## config.mk

```make
export PLATFORM = sky130hd
export DESIGN_NAME = cmx_select
export DESIGN_NICKNAME = d
export VERILOG_FILES = /design/src/shared/cmx_pkg.sv /design/src/core/cmx_select.sv /design/src/core/cmx_decode.sv
export SDC_FILE = /design/constraint.sdc
export NUM_CORES = 1
export LEC_CHECK = 0
export BUFFER_PORTS_ARGS = -buffer_cell sky130_fd_sc_hd__buf_4
export CORE_UTILIZATION = 40
export DETAILED_ROUTE_END_ITERATION = 16
export PLACE_DENSITY = 0.73
export SLEW_MARGIN = 15
export SYNTH_ARGS = -nofsm -noshare
export SYNTH_HDL_FRONTEND = slang
export SYNTH_SLANG_ARGS = --single-unit
```

## constraint.sdc

```tcl
create_clock -name clk_i -period 3.25 [get_ports clk_i]
set_input_delay 0.65 -clock clk_i [delete_from_list [all_inputs] [get_ports clk_i]]
set_output_delay 0.65 -clock clk_i [all_outputs]
set_load 0.01 [all_outputs]
```

## src/shared/cmx_pkg.sv

```systemverilog
/*
  Package for the comparator-1 input selection block: register address,
  field layout, reset value and pin-select widths.
  Assumes the core's special-function bus presents 8-bit address and page.
*/
`default_nettype none
package cmx_pkg;
  localparam logic [7:0] CMX_SEL_ADDR = 8'h9F;
  localparam logic [7:0] CMX_SEL_PAGE = 8'h00;
  localparam logic [7:0] CMX_SEL_RESET = 8'h77;
  localparam int CMX_NEG_MSB = 7;
  localparam int CMX_NEG_LSB = 4;
  localparam int CMX_POS_MSB = 3;
  localparam int CMX_POS_LSB = 0;
  localparam int CMX_SW_N = 12;
  localparam logic [3:0] CMX_LAST_SMALL = 4'h8;
  localparam logic [3:0] CMX_LAST_LARGE = 4'hB;
endpackage
`default_nettype wire

```

## src/core/cmx_select.sv

```systemverilog
/*
  Comparator-1 input selection register with switch-select decode.
  Assumes a single-cycle special-function write/read port from the core
  and a package-size strap pin.
*/
`timescale 1ns/100ps
`default_nettype none
module cmx_select (
  input wire logic clk_i,
  input wire logic rst_n_i,
  input wire logic [7:0] sfr_addr_i,
  input wire logic [7:0] sfr_page_i,
  input wire logic sfr_wr_i,
  input wire logic sfr_rd_i,
  input wire logic [7:0] sfr_wdata_i,
  input wire logic large_pkg_i,
  output logic [7:0] sfr_rdata_o,
  output logic sfr_hit_o,
  output logic [cmx_pkg::CMX_SW_N-1:0] neg_sw_o,
  output logic [cmx_pkg::CMX_SW_N-1:0] pos_sw_o
);
  import cmx_pkg::*;
  logic [7:0] sel_ff;
  logic [7:0] rdata_ff;
  logic hit_ff;
  logic [2:0] pkg_sync_ff;
  logic pkg_ff;
  logic [CMX_SW_N-1:0] neg_ff;
  logic [CMX_SW_N-1:0] pos_ff;
  wire logic addr_hit;
  wire logic wr_hit;
  wire logic rd_hit;
  wire logic pkg_agree;
  wire logic [7:0] nxt_sel;
  wire logic [7:0] nxt_rdata;
  wire logic nxt_hit;
  wire logic [CMX_SW_N-1:0] nxt_neg;
  wire logic [CMX_SW_N-1:0] nxt_pos;

  assign addr_hit = (sfr_addr_i == CMX_SEL_ADDR) &&
                    (sfr_page_i == CMX_SEL_PAGE);
  assign wr_hit = sfr_wr_i && addr_hit;
  assign rd_hit = sfr_rd_i && addr_hit;
  assign nxt_sel = wr_hit ? sfr_wdata_i : sel_ff;
  // Read in the cycle of a write returns the old value
  assign nxt_rdata = rd_hit ? sel_ff : 8'h00;
  assign nxt_hit = rd_hit || wr_hit;
  assign pkg_agree = (pkg_sync_ff[2] == pkg_sync_ff[1]);

  // Strap through three stages; change taken when last two agree
  always_ff @(posedge clk_i or negedge rst_n_i) begin
    if (!rst_n_i) begin
      pkg_sync_ff <= 3'h0;
      pkg_ff <= 1'b0;
    end else begin
      pkg_sync_ff <= {pkg_sync_ff[1:0], large_pkg_i};
      if (pkg_agree) begin
        pkg_ff <= pkg_sync_ff[2];
      end
    end
  end

  always_ff @(posedge clk_i or negedge rst_n_i) begin
    if (!rst_n_i) begin
      sel_ff <= CMX_SEL_RESET;
    end else begin
      sel_ff <= nxt_sel;
    end
  end

  always_ff @(posedge clk_i or negedge rst_n_i) begin
    if (!rst_n_i) begin
      rdata_ff <= 8'h00;
    end else begin
      rdata_ff <= nxt_rdata;
    end
  end

  always_ff @(posedge clk_i or negedge rst_n_i) begin
    if (!rst_n_i) begin
      hit_ff <= 1'b0;
    end else begin
      hit_ff <= nxt_hit;
    end
  end

  cmx_decode u_neg (
    .code_i(sel_ff[CMX_NEG_MSB:CMX_NEG_LSB]),
    .large_pkg_i(pkg_ff),
    .onehot_o(nxt_neg)
  );

  cmx_decode u_pos (
    .code_i(sel_ff[CMX_POS_MSB:CMX_POS_LSB]),
    .large_pkg_i(pkg_ff),
    .onehot_o(nxt_pos)
  );

  // Switch selects registered from the stored fields
  always_ff @(posedge clk_i or negedge rst_n_i) begin
    if (!rst_n_i) begin
      neg_ff <= 12'h000;
    end else begin
      neg_ff <= nxt_neg;
    end
  end

  always_ff @(posedge clk_i or negedge rst_n_i) begin
    if (!rst_n_i) begin
      pos_ff <= 12'h000;
    end else begin
      pos_ff <= nxt_pos;
    end
  end

  assign sfr_rdata_o = rdata_ff;
  assign sfr_hit_o = hit_ff;
  assign neg_sw_o = neg_ff;
  assign pos_sw_o = pos_ff;
endmodule
`default_nettype wire

```

## src/core/cmx_decode.sv

```systemverilog
/*
  Decoder from a 4-bit input choice to one-hot pin switch selects.
  Assumes a package-size strap that is stable while in use.
*/
`timescale 1ns/100ps
`default_nettype none
module cmx_decode (
  input wire logic [3:0] code_i,
  input wire logic large_pkg_i,
  output logic [cmx_pkg::CMX_SW_N-1:0] onehot_o
);
  import cmx_pkg::*;
  wire logic [3:0] last_code;
  wire logic code_ok;
  assign last_code = large_pkg_i ? CMX_LAST_LARGE : CMX_LAST_SMALL;
  // Codes above the last valid one connect nothing
  assign code_ok = (code_i <= last_code);
  assign onehot_o = code_ok ? (12'h001 << code_i) : 12'h000;
endmodule
`default_nettype wire

```

# After elaboration in Yosys (flattened, before gate mapping)
# Index checks and enable logic that the tools add are counted.
# totals
register_bits	45
out_inout_bits	33
word_cells	22
# classes
magnitude_cmp	2
eq_ne	2
shift	2
muxes	4
n_reduce_logical	5
# ops
cell	n
2-to-1 mux 12 bit	2
left shift 1 x 4 -> 12 bit (first input constant)	2
equality test 8 bit (second input constant)	1
<= comparator 4 bit	2
zero test 8 bit	1
2-to-1 mux 8 bit	1
logical AND 1 bit	3
2-to-1 mux 2 bit	1
equality test 1 bit	1
logical OR 1 bit	1

# Depth between registers and ports, before layout
# Gate-level depths: netlist (run 1).
# logic_depth
depth_word	4
ltp_mapped	6

# By module
# Synthesis (run 1) repeated with hierarchy kept, for this count alone.
# unflattened
hier_cells	116
area_unflattened_um2	1732.9
# modules_own_cells
mod	n_inst	cells_each	area_per_inst_um2
cmx_select	1	70	1395.1
cmx_decode	2	23	168.9

# Least setup slack after synthesis (run 1)
# No wires, ideal clock.
# synth_timing
kind	input to register
startpoint	input port sfr_addr_i[5]
endpoint	register sel_ff[3]
setup_ps	125
arrival_ps	2074
required_ps	3125
path_slack_ps	1051
cell_stages	4
path_cell_list	or4b_4 nor4_4 nand2_4 mux2_4
# synth_via
elab_chain_len	3
# synth_lines
element	line_no	text
start: declaration	cmx_select.sv:11	input wire logic [7:0] sfr_addr_i,
equality test 8 bit	cmx_select.sv:40	assign addr_hit = (sfr_addr_i == CMX_SEL_ADDR) &&
logical AND 1 bit	cmx_select.sv:40	
logical AND 1 bit	cmx_select.sv:42	assign wr_hit = sfr_wr_i && addr_hit;
end signal: assignment	cmx_select.sv:67	sel_ff <= nxt_sel;
end: declaration	cmx_select.sv:23	logic [7:0] sel_ff;
# No other way between the ends.
# A chain may end at the register's enable or synchronous reset.

# Final worst setup path (run 1)
# layout_timing
startpoint	input port sfr_page_i[1]
endpoint	register sel_ff[7]
# layout_via
elab_chain_len	3
# layout_lines
element	line_no	text
start: declaration	cmx_select.sv:12	input wire logic [7:0] sfr_page_i,
zero test 8 bit	cmx_select.sv:41	(sfr_page_i == CMX_SEL_PAGE);
logical AND 1 bit	cmx_select.sv:40	
logical AND 1 bit	cmx_select.sv:42	
# No other way between the ends.

==> Flow_metrics.wiki, run 1 <==
{| class="wikitable"
! Metric !! Value
|-
| Fraction of power spent switching nets || a little under a fifth
|-
| Share of cell area taken by muxes after synthesis || roughly 7.3%
|-
| First-pass GRT wire length || 4980 um
|-
| Number of global-route vias before repair || roughly 1100
|-
| Final weighted congestion in routability-driven placement || 0.716
|-
| Combined buffer and inverter count along the critical path || 1
|-
| CTS buffer count || 5
|-
| Leak pwr || 1.20 nW
|-
| DRC violation count after routing || 0
|-
| Unrepaired setup endpoints after global routing || false
|-
| Timing startpoint of the critical path || sfr_page_i[1]
|-
| Main flop type after synthesis || dfrtp_1
|-
| CTS sink cnt || 45
|-
| Required time worst endpoint || 3.42 ns
|-
| Endpoint of the lowest-slack register-to-register path || neg_sw_o[8]
|-
| Arrival @ worst endpoint || 2.34 ns
|-
| Commonest non-fill, non-tap cells in the layout || 61 x buf_4, 39 x dfrtp_1, 14 x nor2_1
|-
| Largest area contributor in the synthesized netlist || dfrtp_1
|-
| Antenna Violating Nets Remaining || 0
|-
| Vias/cell || 4.79
|-
| Post-route fraction of the period consumed by the critical path || 66.8%
|-
| Dominant combinational cell family by area after synthesis || simple AND/OR/NAND/NOR gates
|-
| Setup Viol. Count Final || 0
|-
| Combinational fraction of design power || under 10%
|-
| Compound-gate portion of the synthesized area || less than 1%
|-
| Clk Tree Root Cell || clkbuf_8
|-
| Slew Limit Fails || 0
|-
| Cell area after technology mapping || 1650 um^2
|-
| Number of post-CTS setup repair buffers || 0
|-
| Int Pwr || 0.000842 W
|-
| Final hold vios || 0
|-
| Synth cell types || 21
|-
| Final core utilization || between 60% and 70%
|-
| H-tree Lvls || 2
|-
| Post-synth top area share || 59.2%
|-
| Floorplan die area || roughly 4400 um^2
|-
| Number of stages on the worst setup path || 5
|-
| Number of iterations in the first detailed-routing pass || 4
|-
| Clock slew at the register clock pins of the worst setup and hold paths || 0.08 ns
|-
| Height of the die || 66.2 um
|-
| Area taken by multi-input logic gates || 503 um^2
|-
| Flip-flop and latch count after synthesis || 45
|-
| Core area || 3800 um^2
|-
| Crit path time final || ~2.2 ns
|-
| Die boundary width || ~66 um
|-
| Biggest cell delay along the critical path || 0.57 ns
|-
| Result of the run || finished clean
|-
| Net Count, Synth || 150
|-
| Summed area of non-filler cells in the final layout || 2280 um^2
|-
| Pwr Density || about 450 nW/um^2
|-
| Pin count of the biggest net entering global routing || 46
|-
| Number of cell rows || 22
|-
| TritonCTS clock tree || yes
|-
| Register area || 1130 um^2
|-
| Cell types occupying the most area after synthesis || dfrtp_1 59%, dfstp_2 9.6%, mux2_4 7.3%
|-
| Clock latency reported for the late side of the worst-skew pair || 0.28 ns
|-
| Final worst clock skew || 0.00515 ns
|-
| Sequential area share after synthesis || between 60 and 70%
|-
| Adder-Cell Fraction of Synth Area || 3.64%
|-
| Crit end category || flip-flop
|-
| Fraction of synthesized cell area in xor and xnor cells || 0%
|-
| Cell total after placement || 226
|-
| Number of synthesized flops with an enable pin || 0
|-
| Maximum clock insertion buffer count || 2
|-
| Placed cell area || 2170 um^2
|-
| Class of the tightest hold or removal check || input pin to asynchronous set/reset pin
|-
| Layout cells sized above 1 || 48.9%
|-
| Number of vias after detailed routing || approximately 1100
|-
| IO buf count || between 60 and 70
|-
| Post-detailed-route wirelength per cell || 13.4 um
|-
| Worst setup SP type || input pin
|-
| CP max-delay cell || or4b_1
|-
| # Max-Cap Violations || 0
|-
| Largest delay share family, worst path || simple AND/OR/NAND/NOR gates
|-
| Filler cell count in the final layout || ~320
|-
| WL final || around 3100 um
|-
| Relative contribution of sequential cells to total power || 55.0%
|-
| Total net switching power || 0.000186 W
|-
| Crit path max fanout || 9
|-
| Antenna violations before repair || 0
|-
| Setup CP Type || input pin to flip-flop
|-
| Maximum clock rate || 0.461 GHz
|-
| Post-synthesis instance total || 117
|-
| Detailed placer's ending HPWL || 2450 um
|-
| Worst Tran Pin Value || 0.522 ns
|-
| Final Net Count || 218
|-
| Area share of and/or/nand/nor cells after synthesis || 19.0%
|-
| Grt total ovfl || 0
|-
| Final hold slack || 0.341 ns
|-
| Internal reg-to-reg setup slack || 1.67 ns
|-
| Cell depth of the worst flop-to-flop path || 5
|-
| Worst slew slack as a fraction of its limit || 65.2%
|-
| Part of the total power dissipated in the clock network || 40.1%
|-
| Area added between synthesis and finish || 38.5%
|-
| Initial drt markers || 19
|-
| Antenna cell count || 0
|-
| Count of non-filler cells in the finished layout || around 230
|-
| Synthesis warning total || 0
|-
| Final total negative setup slack || 0 ns
|-
| RR Startpoint || sel_ff[5]
|-
| Initial Utilization || 43.4%
|-
| Number of buffers inserted for hold repair after clock tree synthesis || 0
|-
| Total routing resource utilization after global routing || 15.9%
|-
| Cells traversed along the worst timing path || buf_4, or4b_1, nor4_4, nand2_4, mux2_4
|-
| Number of placed I/O pins || 62
|-
| Proportion of synthesized flip-flops having asynchronous set or reset || 100%
|-
| Most common cell after layout, fill and taps aside || buf_4
|-
| Maximum vdd drop || roughly 0.00017 V
|-
| Post-cts resize count || 0
|-
| Synthesized area per cell || roughly 14 um^2
|}
## registers in the layout, indices dropped and copies added, names as in the netlist
register / cells
neg_sw_o: 12
pkg_ff: 1
pkg_sync_ff: 3
pos_sw_o: 12
sel_ff: 8
sfr_hit_o: 1
sfr_rdata_o: 8
## metal layers
layer | global-route usage (%) | routed length [um] | vias to the layer above
met2 | 27.3 | 1720 | 48
met5 | 0 | 0 | -
met4 | 5.59 | 21 | 0
met3 | 4.48 | 179 | 2
li1 | - | - | 533
met1 | 18.9 | 1220 | 537
## Yosys cell counts, types with 2 or more instances
master and count:
nor2_1 14, ha_1 4, dfstp_2 6, nor4_1 2
nor3_1 10, inv_1 3, mux2_4 8, nand2b_1 4
nand3b_1 2, nor2b_1 2, o21ai_0 2, dfrtp_1 39
nand2_1 8, and3_2 6
## metrics by stage
step | power, W | worst slack, ns
2_1_floorplan | 0.000587 | 1.05
3_3_place_gp | 0.000624 | 0.828
3_5_place_dp | 0.000627 | 0.771
4_1_cts | 0.00104 | 1.08
5_1_grt | 0.00107 | 1.01
6_report | 0.00103 | 1.08
## power groups by stage
stage	logic [W]	registers (W)	clock network, W
global placement	0.0000484	0.000576	0
finish	0.0000499	0.000565	0.000413
detailed placement	0.0000513	0.000576	0
CTS	0.0000514	0.000565	0.000424
floorplan	0.0000114	0.000576	0
global route	0.0000562	0.000566	0.000445
## worst max-delay path by stage
stage and endpoint:
4_1_cts sel_ff[7], 3_5_place_dp sel_ff[3], 2_1_floorplan sel_ff[3], 3_3_place_gp sel_ff[7], 5_1_grt sel_ff[7], 6_report sel_ff[7]
## cells by family after synthesis
group | after synthesis
AND/OR/NAND/NOR | 54
flip-flops | 45
multiplexers | 8
buffers and inverters | 3
adder cells (fa/ha/maj) | 5
AO/OA/AOI/OAI | 2
## cell type report
cell class,count,share of cell area [%]
sequential,45,49.7
multi-input combinational,69,22.0
timing repair buffer,61,20.1
clock buffer,7,3.78
tap,48,2.63
inverter,3,0.493
clock inverter,1,1.32
No activity file was read; power rests on OpenSTA's default activity.
==> run 2: changes to the inputs <==
PLACE_DENSITY = 0.76   (was 0.73)
clock period = 1.94 ns   (was 3.25 ns; I/O delays follow)
==> run 2 against run 1 <==
Effect of this change: first-iteration DRC count is 84% higher; sequential power grew 68%; combinational power increased by 66%; via count down 3.0%; largest power group unchanged; flip-flop and latch count unchanged; global-route usage increased by 0.15 points; sequential share of layout area rose by 0.58 points; clock skew shrank 0.0035 ns; routed wire length shrank 6.5%; clock-buffer cell count is 1 lower; largest cell class unchanged; core utilization decreased by 0.69 points; worst hold slack got worse by 0.26 ns.
==> Flow_metrics.wiki, run 2 (synthesis results as in run 1) <==
{| class="wikitable"
! Metric !! Value
|-
| Result of the run || finished clean
|-
| Grt total ovfl || 0
|-
| Initial drt markers || 35
|-
| Required time worst endpoint || 2.12 ns
|-
| Cell total after placement || 227
|-
| Unrepaired setup endpoints after global routing || false
|-
| Antenna Violating Nets Remaining || 0
|-
| Power consumption || roughly 0.0016 W
|-
| Setup CP Type || input pin to flip-flop
|-
| Commonest non-fill, non-tap cells in the layout || 62 x buf_4, 39 x dfrtp_1, 14 x nor2_1
|-
| Maximum clock insertion buffer count || 2
|-
| Floorplan die area || 4380 um^2
|-
| Dpl ws || -0.0902 ns
|-
| # Max-Cap Violations || 0
|-
| Count of non-filler cells in the finished layout || 235
|-
| WL final || 2940 um
|-
| Clock slew at the register clock pins of the worst setup and hold paths || 0.07 ns
|-
| Final Net Count || 219
|-
| Class of the tightest hold or removal check || input pin to asynchronous set/reset pin
|-
| Cell depth of the worst flop-to-flop path || 5
|-
| Timing startpoint of the critical path || sfr_page_i[1]
|-
| Antenna violations before repair || 0
|-
| Fraction of power spent switching nets || 20.3%
|-
| Detailed placer's ending HPWL || 2280 um
|-
| H-tree Lvls || 2
|-
| Antenna cell count || 0
|-
| DRC violation count after routing || 0
|-
| Final total negative setup slack || 0 ns
|-
| Clk Tree Root Cell || clkbuf_8
|-
| CTS buffer count || 5
|-
| Highest metal layer with signal wires || met4
|-
| Pwr Density || 690 nW/um^2
|-
| Number of global-route vias before repair || roughly 1100
|-
| Height of the die || ~66 um
|-
| Die boundary width || approximately 66 um
|-
| Vias/cell || 4.62
|-
| Crit path to || sel_ff[7]
|-
| Number of buffers inserted for hold repair after clock tree synthesis || 0
|-
| Combinational fraction of design power || between 5 and 6%
|-
| Met3 Routed Length || 183 um
|-
| Crit path time final || 1.71 ns
|-
| Int Pwr || 0.00124 W
|-
| IO buf count || 61
|-
| Most common cell after layout, fill and taps aside || buf_4
|-
| Number of iterations in the first detailed-routing pass || 4
|-
| Pin count of the biggest net entering global routing || 46
|-
| Core area || 3800 um^2
|-
| Maximum vdd drop || 0.000300 V
|-
| Leak pwr || 1.19 nW
|-
| Number of cell rows || 22
|-
| Internal reg-to-reg setup slack || 0.33 ns
|-
| Post-route fraction of the period consumed by the critical path || between 80% and 90%
|-
| Area added between synthesis and finish || 36.9%
|-
| Slew Limit Fails || 0
|-
| Initial Utilization || 43.4%
|-
| Crit path max fanout || 9
|-
| Final weighted congestion in routability-driven placement || 0.773
|-
| Final hold slack || 0.0775 ns
|-
| Arrival @ worst endpoint || 1.88 ns
|-
| Total routing resource utilization after global routing || 16.0%
|-
| TritonCTS clock tree || yes
|-
| Worst Tran Pin Value || 0.525 ns
|-
| Post-detailed-route wirelength per cell || 12.5 um
|-
| Total net switching power || 0.000316 W
|-
| Post-route setup slack || 0.233 ns
|-
| Post-cts resize count || 0
|-
| Endpoint of the lowest-slack register-to-register path || neg_sw_o[8]
|-
| Number of post-CTS setup repair buffers || 0
|-
| First-pass GRT wire length || 4910 um
|-
| Relative contribution of sequential cells to total power || 60.9%
|-
| Crit end category || flip-flop
|-
| Number of placed I/O pins || a little over 60
|-
| Worst setup SP type || input pin
|-
| Final worst clock skew || 0.00167 ns
|-
| Maximum clock rate || between 0.5 and 0.6 GHz
|-
| RR Startpoint || sel_ff[5]
|-
| Worst slew slack as a fraction of its limit || between 60% and 70%
|-
| Clock latency reported for the late side of the worst-skew pair || 0.29 ns
|-
| Number of vias after detailed routing || between 1000 and 1500
|-
| CTS sink cnt || 45
|-
| Final hold vios || 0
|-
| Setup Viol. Count Final || 0
|-
| Length of routed wiring on met1 || 1200 um
|-
| Part of the total power dissipated in the clock network || 33.8%
|-
| Detailed route wirelength on metal2 || 1490 um
|-
| Layout cells sized above 1 || 49.2%
|}
## run 2: changes by cell type in the layout (fill, tap and decap cells not counted), sizes merged
cell	delta
clkinv	+2
clkbuf	-1
bufinv	-1
buf	+1
## run 2: how the worst min path moves through the flow
| stage | from | end | slack, ns |
|---|---|---|---|
| finish | rst_n_i | sfr_hit_o | 0.08 |
| global route | rst_n_i | pos_sw_o[7] | 0.10 |
| CTS | rst_n_i | pkg_ff | 0.09 |
| detailed placement | pkg_sync_ff[0] | pkg_sync_ff[1] | 0.33 |
| global placement | pkg_sync_ff[0] | pkg_sync_ff[1] | 0.33 |
| floorplan | rst_n_i | neg_sw_o[0] | 0.09 |
## run 2: worst max-delay path, cell delays in order
cell and delay (ns):
buf_4 0.10, or4b_1 0.57, nor4_4 0.31, nand2_4 0.18
mux2_4 0.33
## run 2: layout make-up
cell class                 count  area [um^2]
clock buffer                   6         72.6
clock inverter                 2         10.0
fill                         331         1540
inverter                       3         11.3
multi-input combinational     69          503
sequential                    45         1130
tap                           48         60.1
timing repair buffer          62          465
## run 2: through the flow
| stage | instance area (um^2) | util, % |
|---|---|---|
| floorplan | 1650 | - |
| global placement | 2170 | 57.2 |
| detailed placement | 2170 | 57.2 |
| CTS | 2260 | 59.4 |
| global route | 2260 | 59.4 |
| finish | 2260 | 59.4 |
## run 2: power groups by stage
| stage | registers, W | clock network [W] | logic (W) |
|---|---|---|---|
| 6_report | 0.000947 | 0.000526 | 0.0000829 |
| 5_1_grt | 0.000948 | 0.000592 | 0.0000940 |
| 4_1_cts | 0.000947 | 0.000540 | 0.0000853 |
| 3_5_place_dp | 0.000965 | 0 | 0.0000852 |
| 3_3_place_gp | 0.000965 | 0 | 0.0000812 |
| 2_1_floorplan | 0.000964 | 0 | 0.0000191 |
## run 2: layer usage
metal,vias up,GRT usage (%)
met3,6,4.66
met5,-,0
met4,0,9.57
li1,534,-
met2,42,25.5
met1,504,19.1
